### config.mk
export PLATFORM = sky130hd
export DESIGN_NAME = charger_smbus_limit_status
export DESIGN_NICKNAME = d
export VERILOG_FILES = /design/src/rtl/charger_smbus_limit_status.v /design/src/rtl/pin_sync.v
export VERILOG_INCLUDE_DIRS = /design/src /design/src/rtl
export SDC_FILE = /design/constraint.sdc
export NUM_CORES = 1
export LEC_CHECK = 0
export BUFFER_PORTS_ARGS = -buffer_cell sky130_fd_sc_hd__buf_2
export CORE_MARGIN = 2
export CORE_UTILIZATION = 48
export CTS_CLUSTER_SIZE = 14
export DETAILED_ROUTE_END_ITERATION = 10
export PLACE_DENSITY = 0.67
export SLEW_MARGIN = 10
export SYNTH_ARGS = -nofsm -noshare
export SYNTH_HDL_FRONTEND = slang
export SYNTH_SLANG_ARGS = --single-unit
### constraint.sdc
create_clock -name clk_in -period 3.53 [get_ports clk_in]
set_input_delay 0.353 -clock clk_in [delete_from_list [all_inputs] [get_ports clk_in]]
set_output_delay 0.353 -clock clk_in [all_outputs]
set_load 0.02 [all_outputs]
### src/rtl/charger_regs.vh
// constants for the charger command and status logic: bus addresses, command codes, field positions,
// reset values and limits of the input-current-limit word.
// assumes a single 25 MHz device clock and a 16-bit word interface over the two-wire bus.
`ifndef CHARGER_REGS_VH
`define CHARGER_REGS_VH

// bus identity
`define SLAVE_ADDR            7'h09

// command codes
`define CMD_SPEC_INFO         8'h11
`define CMD_CHARGER_MODE      8'h12
`define CMD_STATE_FLAGS       8'h13
`define CMD_CHARGE_CURRENT    8'h14
`define CMD_CHARGE_VOLTAGE    8'h15
`define CMD_INPUT_LIMIT       8'h3F

// input-current-limit word, 1mA per step
`define ICL_CODE_LSB          7
`define ICL_CODE_MSB          12
`define ICL_MAX_MA            16'h2AFC
`define ICL_MIN_MA            16'h0100
`define ICL_RESET             16'h0100
`define ICL_CODE_MAX          6'h3F
`define ICL_CODE_MIN          6'h02

// other stored words
`define CHARGE_CURRENT_RESET  16'h0080
`define CHARGE_VOLTAGE_RESET  16'h0000
`define SPEC_INFO_VALUE       16'h0001

// status word bit positions
`define FLAG_ADAPTER_BIT      15
`define FLAG_BATTERY_BIT      14
`define FLAG_POWER_FAIL_BIT   13

`endif

### src/rtl/charger_smbus_limit_status.v
// two-wire bus slave with word registers, input-current-limit decode and supply/battery status flags.
// assumes comparator outputs arrive as asynchronous digital levels and that bus clock and data
// are sampled by clk_in, which must run at least eight times faster than the bus clock.
`timescale 1ns/1ps
`include "charger_regs.vh"

module charger_smbus_limit_status (
  // clock and reset
  input  wire       clk_in,
  input  wire       reset_n_in,
  // two-wire bus
  input  wire       scl_in,
  input  wire       sda_in,
  output reg        sda_out,
  output reg        sda_oe_out,
  // comparator levels
  input  wire       adapter_above_7v5_in,
  input  wire       adapter_below_battery_sense_in,
  input  wire       thermistor_below_91pct_in,
  input  wire       battery_sense_below_2v5_in,
  input  wire       battery_sense_above_2v7_in,
  input  wire       vdd_under_2v5_in,
  // converter controls and adapter-present flag
  output reg  [5:0] input_limit_code_out,
  output reg  [15:0] charge_current_word_out,
  output reg  [15:0] charge_voltage_word_out,
  output reg        charge_limit_128ma_out,
  output reg        charge_enable_out,
  output reg        source_switch_drive_out,
  output reg        adapter_present_flag_out
);

  localparam ST_IDLE = 5'b00001;
  localparam ST_RX   = 5'b00010;
  localparam ST_ACK  = 5'b00100;
  localparam ST_TX   = 5'b01000;
  localparam ST_MACK = 5'b10000;

  wire [7:0] pins_s;
  wire       scl_s;
  wire       sda_s;
  wire       adapter_ok_s;
  wire       power_fail_s;
  wire       thermistor_s;
  wire       battery_sense_low_s;
  wire       battery_sense_high_s;
  wire       vdd_uv_s;

  pin_sync #(
    .WIDTH (8)
  ) u_pin_sync (
    .clk_in     (clk_in),
    .reset_n_in (reset_n_in),
    .async_in   ({scl_in, sda_in, adapter_above_7v5_in, adapter_below_battery_sense_in,
                  thermistor_below_91pct_in, battery_sense_below_2v5_in, battery_sense_above_2v7_in, vdd_under_2v5_in}),
    .sync_out   (pins_s)
  );

  assign scl_s        = pins_s[7];
  assign sda_s        = pins_s[6];
  assign adapter_ok_s = pins_s[5];
  assign power_fail_s = pins_s[4];
  assign thermistor_s = pins_s[3];
  assign battery_sense_low_s   = pins_s[2];
  assign battery_sense_high_s  = pins_s[1];
  assign vdd_uv_s     = pins_s[0];

  // supply undervoltage holds all logic except the pin synchroniser in its reset state, so leaving it is a fresh power-on
  wire rst = !reset_n_in || vdd_uv_s;

  reg        scl_d_r;
  reg        sda_d_r;
  reg  [4:0] state_r;
  reg  [3:0] bit_cnt_r;
  reg  [1:0] byte_idx_r;
  reg  [7:0] shift_r;
  reg        read_r;
  reg        hi_sent_r;
  reg        mack_ok_r;
  reg  [7:0] cmd_r;
  reg  [7:0] data_lo_r;
  reg  [15:0] icl_word_r;
  reg  [15:0] tx_word_r;
  reg        battery_sense_uv_r;
  reg        power_fail_r;
  reg        battery_r;
  reg  [15:0] read_word;
  reg  [5:0] icl_code;
  wire [15:0] flags_word;

  wire scl_rise = scl_s && !scl_d_r;
  wire scl_fall = !scl_s && scl_d_r;
  wire start_ev = scl_s && scl_d_r && sda_d_r && !sda_s;
  wire stop_ev  = scl_s && scl_d_r && !sda_d_r && sda_s;

  assign flags_word = {adapter_present_flag_out, battery_r, power_fail_r, 13'h0000};

  // the applied code is recomputed from the stored word, so reads return what software wrote
  always @* begin
    // the 6-bit code tops out below the clamp point, so anything past its range saturates instead of wrapping
    if (icl_word_r > `ICL_MAX_MA || icl_word_r[15:13] != 3'h0) begin
      icl_code = `ICL_CODE_MAX;
    end else if (icl_word_r < `ICL_MIN_MA) begin
      icl_code = `ICL_CODE_MIN;
    end else begin
      icl_code = icl_word_r[`ICL_CODE_MSB:`ICL_CODE_LSB];
    end
  end

  always @* begin
    case (cmd_r)
      `CMD_INPUT_LIMIT: begin
        read_word = icl_word_r;
      end
      `CMD_STATE_FLAGS: begin
        read_word = flags_word;
      end
      `CMD_CHARGE_CURRENT: begin
        read_word = charge_current_word_out;
      end
      `CMD_CHARGE_VOLTAGE: begin
        read_word = charge_voltage_word_out;
      end
      `CMD_SPEC_INFO: begin
        read_word = `SPEC_INFO_VALUE;
      end
      default: begin
        read_word = 16'h0000;
      end
    endcase
  end

  // bus slave
  always @(posedge clk_in) begin
    if (rst) begin
      scl_d_r                 <= 1'b1;
      sda_d_r                 <= 1'b1;
      state_r                 <= ST_IDLE;
      bit_cnt_r               <= 4'h0;
      byte_idx_r              <= 2'h0;
      shift_r                 <= 8'h00;
      read_r                  <= 1'b0;
      hi_sent_r               <= 1'b0;
      mack_ok_r               <= 1'b0;
      cmd_r                   <= 8'h00;
      data_lo_r               <= 8'h00;
      tx_word_r               <= 16'h0000;
      sda_out                 <= 1'b0;
      sda_oe_out              <= 1'b0;
      icl_word_r              <= `ICL_RESET;
      charge_current_word_out <= `CHARGE_CURRENT_RESET;
      charge_voltage_word_out <= `CHARGE_VOLTAGE_RESET;
    end else begin
      scl_d_r <= scl_s;
      sda_d_r <= sda_s;
      sda_out <= 1'b0;
      if (stop_ev) begin
        state_r    <= ST_IDLE;
        sda_oe_out <= 1'b0;
      end else if (start_ev) begin
        state_r    <= ST_RX;
        bit_cnt_r  <= 4'h0;
        byte_idx_r <= 2'h0;
        sda_oe_out <= 1'b0;
      end else begin
        case (state_r)
          ST_IDLE: begin
            sda_oe_out <= 1'b0;
          end
          ST_RX: begin
            if (scl_rise) begin
              shift_r   <= {shift_r[6:0], sda_s};
              bit_cnt_r <= bit_cnt_r + 4'h1;
            end else if (scl_fall && bit_cnt_r == 4'h8) begin
              bit_cnt_r <= 4'h0;
              case (byte_idx_r)
                2'h0: begin
                  if (shift_r[7:1] == `SLAVE_ADDR) begin
                    read_r     <= shift_r[0];
                    sda_oe_out <= 1'b1;
                    state_r    <= ST_ACK;
                  end else begin
                    state_r <= ST_IDLE;
                  end
                end
                2'h1: begin
                  cmd_r      <= shift_r;
                  sda_oe_out <= 1'b1;
                  state_r    <= ST_ACK;
                end
                2'h2: begin
                  data_lo_r  <= shift_r;
                  sda_oe_out <= 1'b1;
                  state_r    <= ST_ACK;
                end
                default: begin
                  sda_oe_out <= 1'b1;
                  state_r    <= ST_ACK;
                end
              endcase
            end
          end
          ST_ACK: begin
            if (scl_fall) begin
              if (byte_idx_r == 2'h0 && read_r) begin
                // read-word: low byte first, msb of each byte first
                tx_word_r  <= read_word;
                shift_r    <= {read_word[6:0], 1'b0};
                sda_oe_out <= !read_word[7];
                bit_cnt_r  <= 4'h1;
                hi_sent_r  <= 1'b0;
                state_r    <= ST_TX;
              end else if (byte_idx_r == 2'h3) begin
                sda_oe_out <= 1'b0;
                state_r    <= ST_IDLE;
                // both bytes land together, only once the high byte is acknowledged
                case (cmd_r)
                  `CMD_INPUT_LIMIT: begin
                    icl_word_r <= {shift_r, data_lo_r};
                  end
                  `CMD_CHARGE_CURRENT: begin
                    charge_current_word_out <= {shift_r, data_lo_r};
                  end
                  `CMD_CHARGE_VOLTAGE: begin
                    charge_voltage_word_out <= {shift_r, data_lo_r};
                  end
                  default: begin
                    icl_word_r <= icl_word_r;
                  end
                endcase
              end else begin
                sda_oe_out <= 1'b0;
                byte_idx_r <= byte_idx_r + 2'h1;
                state_r    <= ST_RX;
              end
            end
          end
          ST_TX: begin
            if (scl_fall) begin
              if (bit_cnt_r == 4'h8) begin
                sda_oe_out <= 1'b0;
                state_r    <= ST_MACK;
              end else begin
                sda_oe_out <= !shift_r[7];
                shift_r    <= {shift_r[6:0], 1'b0};
                bit_cnt_r  <= bit_cnt_r + 4'h1;
              end
            end
          end
          ST_MACK: begin
            if (scl_rise) begin
              mack_ok_r <= !sda_s;
            end else if (scl_fall) begin
              if (mack_ok_r && !hi_sent_r) begin
                hi_sent_r  <= 1'b1;
                shift_r    <= {tx_word_r[14:8], 1'b0};
                sda_oe_out <= !tx_word_r[15];
                bit_cnt_r  <= 4'h1;
                state_r    <= ST_TX;
              end else begin
                state_r <= ST_IDLE;
              end
            end
          end
          default: begin
            state_r <= ST_IDLE;
          end
        endcase
      end
    end
  end

  // status flags and converter controls
  always @(posedge clk_in) begin
    if (rst) begin
      battery_sense_uv_r                <= 1'b0;
      power_fail_r             <= 1'b0;
      battery_r                <= 1'b0;
      adapter_present_flag_out <= 1'b0;
      input_limit_code_out     <= `ICL_CODE_MIN;
      charge_limit_128ma_out   <= 1'b0;
      charge_enable_out        <= 1'b0;
      source_switch_drive_out  <= 1'b0;
    end else begin
      // hysteresis between 2.5V and 2.7V keeps the limit from chattering
      if (battery_sense_low_s) begin
        battery_sense_uv_r <= 1'b1;
      end else if (battery_sense_high_s) begin
        battery_sense_uv_r <= 1'b0;
      end
      power_fail_r             <= power_fail_s;
      battery_r                <= thermistor_s;
      adapter_present_flag_out <= adapter_ok_s;
      input_limit_code_out     <= icl_code;
      charge_limit_128ma_out   <= battery_sense_uv_r;
      charge_enable_out        <= adapter_ok_s && !power_fail_s;
      source_switch_drive_out  <= !power_fail_s;
    end
  end

endmodule

### src/rtl/pin_sync.v
// two-stage synchroniser for a group of asynchronous pin levels.
// assumes nothing of the source; the output is safe to read in the clk_in domain.
`timescale 1ns/1ps
module pin_sync #(
  parameter WIDTH = 1
) (
  // clock and reset
  input  wire             clk_in,
  input  wire             reset_n_in,
  // levels
  input  wire [WIDTH-1:0] async_in,
  output reg  [WIDTH-1:0] sync_out
);

  reg [WIDTH-1:0] meta_r;

  always @(posedge clk_in) begin
    if (!reset_n_in) begin
      meta_r   <= {WIDTH{1'b0}};
      sync_out <= {WIDTH{1'b0}};
    end else begin
      meta_r   <= async_in;
      sync_out <= meta_r;
    end
  end

endmodule

==> run metrics <==
predominant post-synthesis flop cell dfxtp_1; HPWL Detailed approximately 10000 um; Chip Width roughly 110 um; asr flop ratio synth 0; via count approximately 4800; CP max FO 13; Hold Crit Class in -> reg; fraction of layout instances using a drive strength above 1 0.153; Starting Density 0.492; maximum vdd drop ~0.37 mV; Placed Area 0.00590 sq mm; Seq pwr share 0.444; CTS Hold Bufs 0; Final Cell Area 0.00649 sq mm; DRC Markers 0; Crit Path Class reg -> reg; crit end category register; Core ar. 0.0114 sq mm; leakage between 2 and 2.5 nW; hold path depth 2; Final period util 0.782; ANT cells 0; Port Buf Inserts 52; Area Growth Syn to Fin 15.7%; Num CTS Buffers 17; Worst-path clk slew 0.05 ns; CTS tree built; FF-to-FF path depth 7; Psw roughly 650 uW; status complete, no violations; Post-CTS Setup Bufs 0; Rows 39; Yosys cell types 70; Detailed Routing Iterations Pass 1 5; Post-Syn Area 0.00561 sq mm; FF-to-FF setup slack around 0.77 ns; TNS Setup 0 ns; Post-synth EDFFs 0; clock power share 0.534; clock sinks between 100 and 150; Post-Synthesis Cells around 620; hold endpoint u_pin_sync.meta_r[1]$_SDFF_PN0_; clock skew approximately 0.0095 ns; PnR worst setup slack between 0.7 and 0.8 ns; Max Slew Vio Count 0; Yosys top cell area share 0.449; highest clock rate between 0.3 and 0.4 GHz; H-tree depth 4; flops & latches, synth about 130; Post-Syn Nets roughly 640; initial antenna violation count 0; first-pass GRT wire length 23900 um; number of gates resized after cts 0; Synth Warn # 0; Combinational Power Share 0.022; Crit path arrival time about 3.0 ns; total power around 3.3 mW; Remaining Overflow, GRT 0; Root Buffer clkbuf_16; sequential area share after synthesis 0.449; P_int 2.62 mW; Placer Congestion 0.939; Critical R2R Capture charge_voltage_word_out[5]$_SDFFE_PP0P_; Net Sw Frac 0.198; 1st-iter DRT viols ~380; largest net degree at the start of global routing 48; total track usage 0.238; io pins 54; die height roughly 110 um; antenna-violating nets left 0; post-synthesis average cell area 9.02 sq um; fin nets 672; ranking of synthesized cells by area dfxtp_1 45%, mux2i_1 9.6%, nor2_1 6.0%, a21oi_1 2.7%, and2_1 2.6%; CP Data Required Time about 3.8 ns; Setup Viol. Count Final 0; RSZ-0062 raised after global routing no; Clock Latency Late Sink around 0.42 ns; worst r2r src state_r[2]$_SDFFE_PP0P_; routed wire length approximately 15000 um; Vias/cell around 5.9; Tmin final between 2 and 3 ns; wire per inst 18.0 um; Power Density ~500 mW/mm^2; maximum buffer depth of the clock tree 2; vias in the first global route 4568; post-synth top area cell dfxtp_1; startpoint types register; worst hold margin ~0.14 ns; # Max-Cap Violations 0; worst slack, placed around 0.80 ns; Slew @ Worst Pin approximately 0.9 ns; Worst Hold Launch battery_sense_above_2v7_in; Rel. slew slack 0.394; DIE AREA roughly 0.013 sq mm; final hold vios 0
-- cell usage in the layout, fill, tap and decap left out, types with 3 or more instances in the layout --
master,count
clkbuf_16,17
a21oi_1,30
o22ai_1,11
or3_1,4
clkbuf_8,3
o2111ai_1,4
nand2b_1,10
a2bb2oi_1,6
inv_1,11
o21ai_1,3
o311ai_0,3
clkinv_2,4
a221oi_1,4
mux2i_1,54
nor3_2,3
buf_4,9
a211oi_1,3
nor2_1,89
nand2_1,36
ha_1,7
a22oi_1,18
buf_2,52
dfxtp_1,126
and2_1,23
clkbuf_1,4
nor2b_1,6
a22o_1,6
nor4b_1,4
o21ai_0,15
a21o_1,5
o211ai_1,6
nor3_1,5
nand3_1,26
bufinv_16,3
and3_1,3
-- per-layer routing --
metal	part of all wire	global-route usage	wire length, um	up-vias
met4	0.013	0.0813	184	0
met1	0.44	0.318	6470	2250
li1	-	-	-	2290
met3	0.069	0.0556	1010	20
met2	0.47	0.381	6920	196
met5	0	0	0	-
-- cell type report --
type                       instances  area [sq um]
fill                            1018          4920
clock inverter                     7           110
inverter                          11          41.3
tap                              143           179
timing repair buffer              61           328
sequential                       126          2520
clock buffer                      24           482
multi-input combinational        438          2830
-- synthesized netlist by cell type (4+ instances only) --
cell type	instances
o211ai_1	6
nand2b_1	11
inv_1	11
buf_2	5
o2111ai_1	4
nand3_1	26
ha_1	7
mux2i_1	54
nor2_1	89
a21o_1	5
nor3_1	5
dfxtp_1	126
buf_6	4
a221oi_1	4
clkbuf_1	35
nor2b_1	7
a22oi_1	18
o21ai_0	15
a22o_1	6
o22ai_1	11
nand2_1	36
nor4b_1	4
a2bb2oi_1	6
and2_1	23
or3_1	4
a21oi_1	30
-- state kept, by name (all words and copies together) (netlist names), 2 cells and up --
name                     count
tx_word_r                    8
cmd_r                        8
shift_r                      8
input_limit_code_out         6
charge_voltage_word_out     16
byte_idx_r                   2
u_pin_sync.meta_r            8
charge_current_word_out     16
u_pin_sync.sync_out          8
bit_cnt_r                    4
data_lo_r                    8
icl_word_r                  16
state_r                      5
-- power groups by stage --
stage	registers [mW]	clock network (mW)	logic, mW
after floorplan	1.47	0	0.0552
after detailed placement	1.48	0	0.0710
after CTS	1.45	1.77	0.0717
after global placement	1.48	0	0.0702
final	1.45	1.74	0.0718
after global routing	1.45	1.83	0.0798
-- worst max-delay path by stage --
stage / from / to / slack (ns) / cells after the start
2_1_floorplan: state_r[3]$_SDFFE_PP0P_ / charge_voltage_word_out[10]$_SDFFE_PP0P_ / 1.37 / 8
3_3_place_gp: state_r[2]$_SDFFE_PP0P_ / charge_voltage_word_out[15]$_SDFFE_PP0P_ / 0.88 / 7
3_5_place_dp: state_r[2]$_SDFFE_PP0P_ / charge_voltage_word_out[5]$_SDFFE_PP0P_ / 0.80 / 7
4_1_cts: state_r[2]$_SDFFE_PP0P_ / charge_voltage_word_out[5]$_SDFFE_PP0P_ / 0.78 / 7
5_1_grt: state_r[2]$_SDFFE_PP0P_ / charge_voltage_word_out[4]$_SDFFE_PP0P_ / 0.60 / 7
6_report: state_r[2]$_SDFFE_PP0P_ / charge_voltage_word_out[5]$_SDFFE_PP0P_ / 0.77 / 7
-- worst max-delay path, cell delays in order (launching register included) --
cell     delay (ns)
dfxtp_1        0.54
or3b_4         0.47
nor2_4         0.25
nand4_2        0.25
nor3_4         0.51
buf_4          0.31
mux2i_1        0.23
nor2_1         0.05
-- through the flow --
stage | std cells | utilization
2_1_floorplan | 622 | -
3_3_place_gp | 779 | 0.517
3_5_place_dp | 779 | 0.517
4_1_cts | 810 | 0.569
5_1_grt | 810 | 0.569
6_report | 810 | 0.569
-- kinds of logic (layout without fill, tap and decap cells) --
family                   Yosys count  after routing  share of synthesized area
AND/OR/NAND/NOR                  237            237                      0.219
AO/OA/AOI/OAI                    135            135                      0.165
flip-flops                       126            126                      0.449
buffers and inverters             58            103                     0.0468
multiplexers                      55             55                     0.0983
adder cells (fa/ha/maj)            7              7                     0.0156
XOR/XNOR                           3              3                    0.00468
other                              1              1                   0.000668
Power figures use the tool's default switching activity.
